[src/include/cls_defs.svh]
// constants for the configuration loader and security block
`ifndef CLS_DEFS_SVH
`define CLS_DEFS_SVH
// ---------------------------------------------------------------
// flash geometry
// ---------------------------------------------------------------
`define CLS_WORDS 8
`define CLS_LAST 3'h7
`define CLS_AW 3
`define CLS_DW 8
`define CLS_CELLS_W 64
// ---------------------------------------------------------------
// erased and reset values
// ---------------------------------------------------------------
`define CLS_ERASED 8'hFF
`define CLS_CELL_RST 8'h00
`define CLS_BIT_CLEAR 1'b0
`define CLS_BIT_SET 1'b1
`endif

[src/include/cls_pkg.sv]
// types for the configuration loader and security block
package cls_pkg;
    // control state of the power-up and reload sequence
    typedef enum logic [1:0] {
        CLS_ST_WAIT_PWR = 2'b00,
        CLS_ST_LOAD = 2'b01,
        CLS_ST_CLEAR = 2'b10,
        CLS_ST_USER = 2'b11
    } cls_state_t;

    // programming port operations
    typedef enum logic [3:0] {
        CLS_OP_NOP = 4'b0000,
        CLS_OP_ERASE = 4'b0001,
        CLS_OP_PROG_CFG = 4'b0010,
        CLS_OP_PROG_UFM = 4'b0011,
        CLS_OP_PROG_SEC = 4'b0100,
        CLS_OP_PROG_DONE = 4'b0101,
        CLS_OP_READ_CFG = 4'b0110,
        CLS_OP_READ_UFM = 4'b0111,
        CLS_OP_RELOAD_ARM = 4'b1000,
        CLS_OP_RELOAD_GO = 4'b1001
    } cls_op_t;
endpackage

[src/include/cls_load_if.sv]
// carrier between the sequencer and the configuration cell loader
`timescale 1ns/10ps
`include "cls_defs.svh"
interface cls_load_if;
    logic start;
    logic done;
    logic [`CLS_AW-1:0] addr;
    logic [`CLS_DW-1:0] rdata;
    modport ctl (output start, output rdata, input done, input addr);
    modport ldr (input start, input rdata, output done, output addr);
endinterface

[src/hw/cls_loader.sv]
// copies the configuration flash image into the configuration cells
`timescale 1ns/10ps
`include "cls_defs.svh"
module cls_loader (
    input wire logic clk,
    input wire logic rst,
    cls_load_if.ldr lb,
    output logic [`CLS_CELLS_W-1:0] cells
);
    // ---------------------------------------------------------------
    // word walker
    // ---------------------------------------------------------------
    logic busy;
    logic [`CLS_AW-1:0] idx;
    logic done;
    logic [`CLS_DW-1:0] cell_mem [`CLS_WORDS];

    assign lb.addr = idx;
    assign lb.done = done;

    // busy from start until the last word is copied
    always_ff @(posedge clk)
    begin
        if (rst)
            busy <= 1'b0;
        else if (lb.start)
            busy <= 1'b1;
        else if (busy && idx == `CLS_LAST)
            busy <= 1'b0;
    end

    // word index
    always_ff @(posedge clk)
    begin
        if (rst || lb.start)
            idx <= '0;
        else if (busy)
            idx <= idx + 3'h1;
    end

    // done pulse after the last word
    always_ff @(posedge clk)
    begin
        if (rst)
            done <= 1'b0;
        else
            done <= busy && idx == `CLS_LAST;
    end

    // ---------------------------------------------------------------
    // configuration cells, cleared by reset and otherwise written only by a load, never read back
    // ---------------------------------------------------------------
    always_ff @(posedge clk)
    begin
        if (rst)
        begin
            for (int i = 0; i < `CLS_WORDS; i++)
                cell_mem[i] <= `CLS_CELL_RST;
        end
        else if (busy)
            cell_mem[idx] <= lb.rdata; // [RQ2]
    end

    // cells fan out to the logic array only
    genvar g;
    generate
        for (g = 0; g < `CLS_WORDS; g++)
        begin : g_pack
            assign cells[g*`CLS_DW +: `CLS_DW] = cell_mem[g]; // [RQ7]
        end
    endgenerate
endmodule

[src/hw/cls_top.sv]
// configuration load, reload and design security sequencer
// Operation
// RQ1: programming the flash leaves the running cells and pins untouched.
// RQ2: a new flash image reaches the cells only through a fresh load.
// RQ3: reload-arm then reload-go commands restart loading without power cycle.
// RQ4: during a commanded reload every pin is undriven with pull-up on.
// RQ5: with security set, configuration flash reads are refused.
// RQ6: the security bit clears only by a device erase.
// RQ7: no read path exists to the configuration cells.
// RQ8: user flash stays readable over the port and from the array.
// RQ9: outputs stay off until supplies are good and configuration completes.
// RQ10: power-on logic keeps pins undriven until the flash copy finishes.
// RQ11: weak pull-ups stay on during the whole configuration download.
// RQ12: a low core or I/O supply raises supply-low, forcing outputs off.
// RQ13: I/O-before-core or pad above I/O supply keeps outputs off.
// RQ14: user registers are cleared and released before pins are released.
// RQ15: pins never drive until the programming-complete bit is programmed.
// RQ16: one configuration-done flag and supply-low together gate output enables.
`timescale 1ns/10ps
`include "cls_defs.svh"
module cls_top (
    input wire logic clk,
    input wire logic rst,
    input wire logic vccint_ok,
    input wire logic vccio_ok,
    input wire logic pad_over_vccio,
    input wire logic cmd_valid,
    input wire logic [3:0] cmd_op,
    input wire logic [`CLS_AW-1:0] cmd_addr,
    input wire logic [`CLS_DW-1:0] cmd_data,
    output logic rsp_valid,
    output logic [`CLS_DW-1:0] rsp_data,
    output logic rsp_refused,
    input wire logic ua_rd,
    input wire logic [`CLS_AW-1:0] ua_addr,
    output logic ua_valid,
    output logic [`CLS_DW-1:0] ua_data,
    output logic io_oe_n,
    output logic io_pullup,
    output logic user_clr,
    output logic supply_low_output_block,
    output logic cfg_done,
    output logic [`CLS_CELLS_W-1:0] cfg_cells
);
    // ---------------------------------------------------------------
    // command decode
    // ---------------------------------------------------------------
    function automatic logic op_is(
        input logic v,
        input logic [3:0] op,
        input cls_pkg::cls_op_t want
    );
        return v && (op == want);
    endfunction

    logic do_erase;
    logic do_pcfg;
    logic do_pufm;
    logic do_psec;
    logic do_pdone;
    logic do_rcfg;
    logic do_rufm;
    logic do_arm;
    logic do_go;

    assign do_erase = op_is(cmd_valid, cmd_op, cls_pkg::CLS_OP_ERASE);
    assign do_pcfg = op_is(cmd_valid, cmd_op, cls_pkg::CLS_OP_PROG_CFG);
    assign do_pufm = op_is(cmd_valid, cmd_op, cls_pkg::CLS_OP_PROG_UFM);
    assign do_psec = op_is(cmd_valid, cmd_op, cls_pkg::CLS_OP_PROG_SEC);
    assign do_pdone = op_is(cmd_valid, cmd_op, cls_pkg::CLS_OP_PROG_DONE);
    assign do_rcfg = op_is(cmd_valid, cmd_op, cls_pkg::CLS_OP_READ_CFG);
    assign do_rufm = op_is(cmd_valid, cmd_op, cls_pkg::CLS_OP_READ_UFM);
    assign do_arm = op_is(cmd_valid, cmd_op, cls_pkg::CLS_OP_RELOAD_ARM);
    assign do_go = op_is(cmd_valid, cmd_op, cls_pkg::CLS_OP_RELOAD_GO);

    // ---------------------------------------------------------------
    // non-volatile storage
    // ---------------------------------------------------------------
    logic [`CLS_DW-1:0] cfg_mem [`CLS_WORDS];
    logic [`CLS_DW-1:0] ufm_mem [`CLS_WORDS];
    logic security_bit;
    logic programming_complete_bit;

    // configuration flash: programmed in the background, cells untouched
    always_ff @(posedge clk)
    begin
        if (do_erase)
        begin
            for (int i = 0; i < `CLS_WORDS; i++)
                cfg_mem[i] <= `CLS_ERASED;
        end
        else if (do_pcfg)
            cfg_mem[cmd_addr] <= cmd_data; // [RQ1]
    end

    // user flash
    always_ff @(posedge clk)
    begin
        if (do_erase)
        begin
            for (int i = 0; i < `CLS_WORDS; i++)
                ufm_mem[i] <= `CLS_ERASED;
        end
        else if (do_pufm)
            ufm_mem[cmd_addr] <= cmd_data;
    end

    // security bit: set by programming, cleared by erase alone
    always_ff @(posedge clk)
    begin
        if (do_erase)
            security_bit <= `CLS_BIT_CLEAR; // [RQ6]
        else if (do_psec)
            security_bit <= `CLS_BIT_SET;
    end

    // programming-complete bit, the last bit an image writes
    always_ff @(posedge clk)
    begin
        if (do_erase)
            programming_complete_bit <= `CLS_BIT_CLEAR;
        else if (do_pdone)
            programming_complete_bit <= `CLS_BIT_SET; // [RQ15]
    end

    // ---------------------------------------------------------------
    // read answers
    // ---------------------------------------------------------------
    // port reads: configuration flash behind security, user flash open
    always_ff @(posedge clk)
    begin
        if (rst)
        begin
            rsp_valid <= 1'b0;
            rsp_refused <= 1'b0;
            rsp_data <= '0;
        end
        else
        begin
            rsp_valid <= do_rcfg || do_rufm;
            rsp_refused <= do_rcfg && security_bit; // [RQ5]
            if (do_rcfg)
                rsp_data <= security_bit ? '0 : cfg_mem[cmd_addr]; // [RQ5]
            else if (do_rufm)
                rsp_data <= ufm_mem[cmd_addr]; // [RQ8]
            else
                rsp_data <= '0;
        end
    end

    // logic array user flash port, ignores security
    always_ff @(posedge clk)
    begin
        if (rst)
        begin
            ua_valid <= 1'b0;
            ua_data <= '0;
        end
        else
        begin
            ua_valid <= ua_rd;
            ua_data <= ua_rd ? ufm_mem[ua_addr] : '0; // [RQ8]
        end
    end

    // ---------------------------------------------------------------
    // supply watch
    // ---------------------------------------------------------------
    logic supply_low_now;
    logic drive_ok;
    logic image_complete;

    assign supply_low_now = !vccint_ok || !vccio_ok; // [RQ12]

    always_ff @(posedge clk)
    begin
        if (rst)
            supply_low_output_block <= 1'b1;
        else
            supply_low_output_block <= supply_low_now; // [RQ12]
    end

    // ---------------------------------------------------------------
    // load sequencer
    // ---------------------------------------------------------------
    cls_pkg::cls_state_t state;
    cls_pkg::cls_state_t next_state;
    logic reload_armed;
    cls_load_if lb ();

    assign lb.rdata = cfg_mem[lb.addr];

    // arm holds until the next command, however many idle clocks pass
    always_ff @(posedge clk)
    begin
        if (rst)
            reload_armed <= 1'b0;
        else if (cmd_valid)
            reload_armed <= do_arm; // [RQ3]
    end

    // next state
    always_comb
    begin
        next_state = state;
        unique case (state)
            cls_pkg::CLS_ST_WAIT_PWR:
                if (!supply_low_now)
                    next_state = cls_pkg::CLS_ST_LOAD; // [RQ9]
            cls_pkg::CLS_ST_LOAD:
                if (!vccint_ok)
                    next_state = cls_pkg::CLS_ST_WAIT_PWR;
                else if (lb.done)
                    next_state = cls_pkg::CLS_ST_CLEAR; // [RQ10]
            cls_pkg::CLS_ST_CLEAR:
                next_state = cls_pkg::CLS_ST_USER; // [RQ14]
            cls_pkg::CLS_ST_USER:
                if (!vccint_ok)
                    next_state = cls_pkg::CLS_ST_WAIT_PWR;
                else if (do_go && reload_armed)
                    next_state = cls_pkg::CLS_ST_LOAD; // [RQ3]
        endcase
    end

    // state register
    always_ff @(posedge clk)
    begin
        if (rst)
            state <= cls_pkg::CLS_ST_WAIT_PWR;
        else
            state <= next_state;
    end

    // loader start on every entry into load
    always_ff @(posedge clk)
    begin
        if (rst)
            lb.start <= 1'b0;
        else
            lb.start <= next_state == cls_pkg::CLS_ST_LOAD
                && state != cls_pkg::CLS_ST_LOAD; // [RQ2]
    end

    cls_loader u_loader (
        .clk(clk),
        .rst(rst),
        .lb(lb),
        .cells(cfg_cells)
    );

    // ---------------------------------------------------------------
    // pin control
    // ---------------------------------------------------------------
    assign drive_ok = state == cls_pkg::CLS_ST_USER && image_complete
        && !supply_low_now && !pad_over_vccio; // [RQ13] [RQ16]

    // clear pulse, then done flag and output enables on the same edge
    always_ff @(posedge clk)
    begin
        if (rst)
        begin
            user_clr <= 1'b1;
            cfg_done <= 1'b0;
            image_complete <= 1'b0;
        end
        else
        begin
            user_clr <= state == cls_pkg::CLS_ST_CLEAR; // [RQ14]
            cfg_done <= state == cls_pkg::CLS_ST_USER; // [RQ16]
            if (state == cls_pkg::CLS_ST_CLEAR)
                image_complete <= programming_complete_bit; // [RQ1] [RQ15]
        end
    end

    // output enable and pull-up
    always_ff @(posedge clk)
    begin
        if (rst)
        begin
            io_oe_n <= 1'b1;
            io_pullup <= 1'b1;
        end
        else
        begin
            io_oe_n <= !drive_ok; // [RQ4] [RQ9] [RQ15]
            io_pullup <= state != cls_pkg::CLS_ST_USER; // [RQ11]
        end
    end
endmodule

[config.mk]
export PLATFORM = sky130hd
export DESIGN_NAME = cls_top
export DESIGN_NICKNAME = d
export VERILOG_FILES = /design/src/include/cls_pkg.sv /design/src/include/cls_load_if.sv /design/src/hw/cls_loader.sv /design/src/hw/cls_top.sv
export VERILOG_INCLUDE_DIRS = /design/src /design/src/include
export SDC_FILE = /design/constraint.sdc
export NUM_CORES = 1
export LEC_CHECK = 0
export BUFFER_PORTS_ARGS = -buffer_cell sky130_fd_sc_hd__buf_2
export CAP_MARGIN = 25
export CORE_ASPECT_RATIO = 1.25
export CORE_MARGIN = 2
export CORE_UTILIZATION = 25
export CTS_CLUSTER_SIZE = 20
export DETAILED_ROUTE_END_ITERATION = 8
export GPL_TIMING_DRIVEN = 0
export PLACE_DENSITY = 0.51
export SYNTH_ARGS = -nofsm -noshare
export SYNTH_HDL_FRONTEND = slang
export SYNTH_SLANG_ARGS = --single-unit
export TNS_END_PERCENT = 30
[constraint.sdc]
create_clock -name clk -period 1.9 [get_ports clk]
set_input_delay 0.095 -clock clk [delete_from_list [all_inputs] [get_ports clk]]
set_output_delay 0.095 -clock clk [all_outputs]
set_load 0.1 [all_outputs]
==> results of run 1 <==
==> flip-flops by register name (all words and copies together), names as in the netlist, 2 cells and up, named ones only <==
register,count
u_loader.lb.addr,3
rsp_data,8
ufm_mem,64
cfg_mem,64
u_loader.cell_mem,64
ua_data,8
state,2
==> worst paths after layout <==
kind                  start                       to  depth (start not counted)
max                    flop  u_loader.cell_mem[4][5]                          6
min reg2reg  image_complete           image_complete                          2
max reg2reg            flop  u_loader.cell_mem[4][5]                          6
min             cmd_data[5]            cfg_mem[2][5]                          2
==> cells in the final DEF, fill, tap and decap left out, types with 3 or more instances in the layout <==
cell type and instances:
edfxtp_1 192, buf_2 113, nor2_1 84, or2_2 61, nand2b_1 53, mux2i_1 52, mux4_2 48, nand2_1 38
dfxtp_1 37, clkbuf_1 31, clkbuf_16 26, a22oi_1 16, or3_1 16, dlygate4sd3_1 16, o21ai_0 12, nand3_1 11
buf_4 9, nor2b_1 8, nand2b_2 8, buf_6 7, mux2i_4 7, nor3_1 6, and2_1 6, or2_1 6
a21oi_1 5, buf_1 4, inv_1 4, clkbuf_8 4, buf_12 3, clkinv_2 3, bufinv_16 3
==> report_power, final <==
part | switching, mW | internal (mW) | total [mW]
Clock | 2.01 | 3.07 | 5.08
Combinational | 0.828 | 0.297 | 1.12
Sequential | 0.0538 | 5.56 | 5.62
==> layer usage <==
| metal | vias to the layer above | wire, um | global-route usage (%) |
|---|---|---|---|
| met3 | 42 | 1670 | 2.16 |
| li1 | 3060 | - | - |
| met4 | 2 | 699 | 4.44 |
| met2 | 220 | 14700 | 23.9 |
| met5 | - | 13 | 0 |
| met1 | 3364 | 12300 | 16.5 |
==> layout make-up <==
type,instances,area [um2]
fill,4182,28200
sequential,231,6550
multi-input combinational,465,3760
timing repair buffer,136,861
clock buffer,35,724
tap,552,691
buffer,45,221
clock inverter,9,135
inverter,4,15.0
==> logic make-up (layout without fill, tap and decap cells) <==
group	count (synthesis)	count (layout)	share of synthesized area, %
multiplexers	108	108	16.2
buffers and inverters	50	229	2.10
flip-flops	231	231	62.9
AND/OR/NAND/NOR	316	316	16.2
AO/OA/AOI/OAI	38	38	2.28
XOR/XNOR	1	1	0.0841
adder cells (fa/ha/maj)	2	2	0.240
==> timing repair <==
| action | CTS | global route |
|---|---|---|
| setup endpoints to repair | 112 | 107 |
| gates cloned | 1 | 0 |
| hold buffers | 16 | 0 |
| resized for setup | 28 | 11 |
| setup buffers | 8 | 1 |
| endpoints found under the hold margin | 29 | 0 |
==> impl_metrics.py, run 1 <==
metrics = {
    "outcome": {
        "status": "finished, final reports clean",
    },
    "placement": {
        "place_area_um2": 11700,
        "io_buffers": 104,
        "place_congestion": 0.833,
        "post-place-ws_ns": -0.942,
        "dp.final_hpwl_um": 20800,
        "placed_cells": 1408,
    },
    "floorplanning": {
        "die_h_um": 232,
        "die_area_um2": 43300,
        "placementRows": 83,
        "core-area_um2": 41100,
        "start_util_pct": 25.3,
        "ios": 113,
        "die_x_um": 187,
    },
    "synth": {
        "yosysSeqAreaShare_pct": 62.9,
        "synth_area_leaders": "edfxtp_1, mux4_2, dfxtp_1",
        "synth-edff-count": 192,
        "yosysUniqueCellTypes": 44,
        "yosysTopAreaCell": "edfxtp_1",
        "synth_top_flop_cell": "edfxtp_1",
        "synth_seq_cells": 231,
        "synthArstFlopShare_pct": 0,
        "synth_cells": 746,
        "synth_area_um2": 10400,
        "yosysWarnings": 0,
        "avgSynthCellArea_um2": 14.0,
        "synth.top_cell.area_share_pct": 55.4,
        "yosys-top-cells-count": "edfxtp_1, nor2_1, nand2b_1, or2_2, mux2i_1",
        "synthesis.nets": 773,
        "synth_most_common_cell": "edfxtp_1",
    },
    "clocking": {
        "clock_latency_ns": 0.54,
        "path_clk_slew_ns": 0.06,
        "htreeDepth": 1,
        "root_buffer": "clkbuf_16",
        "max-clock-path-buffers": 3,
        "cts_tree": "yes",
        "cts_buffers": 24,
        "cts_sinks": 231,
    },
    "timing": {
        "post-route-period-util_pct": 98.2,
        "finalSetupViolations": 0,
        "fin_worst_skew_ns": 0.0155,
        "max_freq_mhz": 536,
        "drv_slew": 0,
        "hold_viol": 0,
        "fin_ws_ns": 0.0343,
        "worst_slew_pin_slew_ns": 0.989,
        "rsz0062_at_grt": "yes",
        "holdWs_ns": 0.0228,
        "layout_min_cycle_time_ns": 1.87,
        "slew_headroom_pct": 34.1,
        "final.setup.tns_ns": 0,
    },
    "power_and_ir_drop": {
        "power_mw": 11.8,
        "p_leak_nw": 4.75,
        "power.density_nw_per_um2": 912,
        "ir_worst_vdd_mv": 0.568,
    },
    "critical_path": {
        "path_delay_family": "multiplexers",
        "cp-start-kind": "flop",
        "reg2reg_slack_ns": 0.03,
        "crit_path_end_kind": "flop",
        "required_ns": 2.17,
        "crit_buf_inv": 3,
        "crit_chain": "buf_6 > buf_12 > mux4_2 > mux2i_4 > buf_6 > nor2_1",
        "crit_slowest_cell": "mux4_2",
        "crit_arrival_ns": 2.14,
        "criticalPathCategory": "flop to flop",
        "crit_fanout": 6,
        "cpPeakStageDelay_ns": 0.57,
        "crit_top_cell": "buf_6",
    },
    "final_layout": {
        "area_growth_syn_to_layout_pct": 24.5,
        "post-route-cell-area_um2": 13000,
        "final_util_pct": 31.5,
        "nets": 934,
        "fin_cells": 1477,
        "antenna_cells": 0,
        "layout-drive-gt1-share_pct": 33.5,
    },
    "grt": {
        "grt-ovfl-total": 0,
        "grt_pass1_vias": 6822,
        "grt_usage_pct": 13.4,
        "grt_max_degree": 15,
        "grt_pass1_wl_um": 43400,
        "antenna_found_initial": 1,
    },
    "detailed_routing": {
        "drt-initial-drc-count": 492,
        "drc": 0,
        "ant_nets": 0,
        "drt_wl_total_um": 29400,
        "drtPass1Iterations": 5,
        "post_drt_wl_per_cell_um": 19.9,
        "vias_per_cell": 4.53,
        "vias": 6688,
    },
    "hold_path": {
        "hold_class": "input port to flop",
    },
    "run": {
        "timing.max_cap.violations": 0,
    },
}
Power figures use the tool's default switching activity.
==> inputs of run 2 (changes only) <==
--- a/config.mk
+++ b/config.mk
@@ -10,11 +10,11 @@
 export CAP_MARGIN = 25
 export CORE_ASPECT_RATIO = 1.25
 export CORE_MARGIN = 2
-export CORE_UTILIZATION = 25
+export CORE_UTILIZATION = 35
 export CTS_CLUSTER_SIZE = 20
 export DETAILED_ROUTE_END_ITERATION = 8
 export GPL_TIMING_DRIVEN = 0
-export PLACE_DENSITY = 0.51
+export PLACE_DENSITY = 0.63
 export SYNTH_ARGS = -nofsm -noshare
 export SYNTH_HDL_FRONTEND = slang
 export SYNTH_SLANG_ARGS = --single-unit
==> run 2 against run 1 <==
The flow now finishes with violations (hold timing). Combinational power hardly changed. Largest cell class unchanged. Worst hold slack got worse by 0.023 ns. Total power shrank 3.2%. First-iteration DRC count up 6.9%. Wire length decreased by 9.1%. Via count shrank 0.58%. Utilization is 12 points higher. Register-to-register slack about the same. Highest routed layer unchanged. Sequential share of layout area grew 1.2 points. Global-route usage up 3.5 points. Non-clock buffer count decreased by 5.
==> impl_metrics.py, run 2 (same netlist as run 1, synthesis figures left out) <==
metrics = {
    "clocking": {
        "path_clk_slew_ns": 0.07,
        "htreeDepth": 1,
        "max-clock-path-buffers": 3,
        "root_buffer": "clkbuf_16",
        "cts_tree": "yes",
        "clock_latency_ns": 0.52,
        "cts_sinks": 231,
        "cts_buffers": 22,
    },
    "detailed_routing": {
        "drc": 0,
        "vias_per_cell": 5.07,
        "ant_nets": 0,
        "top_layer_used": "met5",
        "post_drt_wl_per_cell_um": 20.4,
        "met1_length_um": 11200,
        "drt_wl_total_um": 26700,
        "vias": 6649,
        "wl_met2_um": 13200,
        "wl_met3_um": 1680,
        "drtPass1Iterations": 5,
        "drt-initial-drc-count": 526,
    },
    "grt": {
        "grt_pass1_wl_um": 39200,
        "grt_usage_pct": 16.9,
        "grt-ovfl-total": 0,
        "grt_max_degree": 16,
        "antenna_found_initial": 1,
        "grt_pass1_vias": 6544,
    },
    "critical_path": {
        "reg2reg_slack_ns": 0.04,
        "crit_arrival_ns": 2.12,
        "crit_fanout": 8,
        "cp-start-kind": "flop",
        "required_ns": 2.16,
        "rr_endpoint": "u_loader.cell_mem[3][3]",
        "reg2reg_depth": 6,
        "crit_path_end_kind": "flop",
        "criticalPathCategory": "flop to flop",
    },
    "final_layout": {
        "area_growth_syn_to_layout_pct": 21.5,
        "nets": 927,
        "final_cell_mix": "edfxtp_1, buf_2, nor2_1",
        "final_common_cell": "edfxtp_1",
        "antenna_cells": 0,
        "final_util_pct": 43.3,
        "layout-drive-gt1-share_pct": 32.6,
        "reg.largest.list": "cfg_mem (64), u_loader.cell_mem (64), ufm_mem (64)",
        "post-route-cell-area_um2": 12700,
    },
    "timing": {
        "holdWs_ns": -0.000246,
        "fin_worst_skew_ns": 0.00958,
        "slew_headroom_pct": 42.5,
        "post-route-period-util_pct": 97.7,
        "finalSetupViolations": 0,
        "worst_slew_pin_slew_ns": 0.862,
        "rsz0062_at_grt": "yes",
        "max_freq_mhz": 539,
        "drv_slew": 0,
        "layout_min_cycle_time_ns": 1.86,
        "hold_viol": 1,
    },
    "power_and_ir_drop": {
        "power.density_nw_per_um2": 905,
        "ir_worst_vdd_mv": 0.600,
        "p_leak_nw": 4.70,
    },
    "floorplanning": {
        "die_area_um2": 31100,
        "placementRows": 70,
        "die_x_um": 158,
        "core-area_um2": 29300,
        "start_util_pct": 35.6,
        "die_h_um": 197,
        "ios": 113,
    },
    "outcome": {
        "status": "finished with violations",
        "violations": "hold timing",
    },
    "placement": {
        "dp.final_hpwl_um": 19000,
        "place_congestion": 0.829,
        "io_buffers": 104,
        "place_area_um2": 11400,
    },
    "hold_path": {
        "hold_depth": 2,
        "worstHoldStart": "cmd_data[2]",
        "hold_class": "input port to flop",
        "hold_end": "cfg_mem[2][2]",
    },
    "run": {
        "timing.max_cap.violations": 0,
    },
}
[run 2: per-stage QoR]
step | power, mW | setup slack [ns] | setup TNS (ns) | cells
finish | 11.4 | 0.0444 | 0 | 1312
global route | 11.7 | -0.0132 | -0.112 | 1312
CTS | 11.5 | -0.0120 | -0.0285 | 1307
detailed placement | 6.76 | -0.767 | -78.97 | 1247
global placement | 6.75 | -0.763 | -77.52 | 1246
floorplan | 6.50 | 0.0544 | 0 | 746
[run 2: worst max-delay path by stage]
stage,from,end,cells after the start
detailed placement,flop,u_loader.cell_mem[2][5],5
floorplan,cmd_valid,ufm_mem[7][0],5
global placement,flop,u_loader.cell_mem[4][3],5
finish,flop,u_loader.cell_mem[3][3],6
CTS,flop,u_loader.cell_mem[5][5],6
global route,u_loader.busy,u_loader.cell_mem[0][3],5
[run 2: layer usage]
| metal | global-route usage (%) | vias up |
|---|---|---|
| met5 | 0 | - |
| met4 | 5.14 | 2 |
| met3 | 2.18 | 43 |
| met2 | 28.9 | 257 |
| met1 | 22.4 | 3298 |
| li1 | - | 3049 |
[run 2: area by class of cell]
cell class,count,area [um2]
timing repair buffer,131,842
clock buffer,27,569
sequential,231,6550
fill,2699,16600
clock inverter,13,200
buffer,45,221
multi-input combinational,465,3760
inverter,4,15.0
tap,396,495
[run 2: power by group]
part,internal [mW],switching (mW)
Clock,2.82,1.91
Sequential,5.56,0.0558
Combinational,0.288,0.807
[run 2: timing repair]
item / CTS / global route
cloned: 0 / 1
buffers inserted: 11 / 4
endpoints found under the setup margin: 96 / 88
hold endpoints to repair: 18 / 0
hold buffers: 10 / 0
gates resized for setup: 23 / 9
[run 2: worst max-delay path: stages, from the launching register on]
cell	delay [ns]
dfxtp_2	0.33
buf_6	0.13
buf_12	0.13
mux4_2	0.56
mux2i_4	0.21
buf_12	0.16
nor2_1	0.04
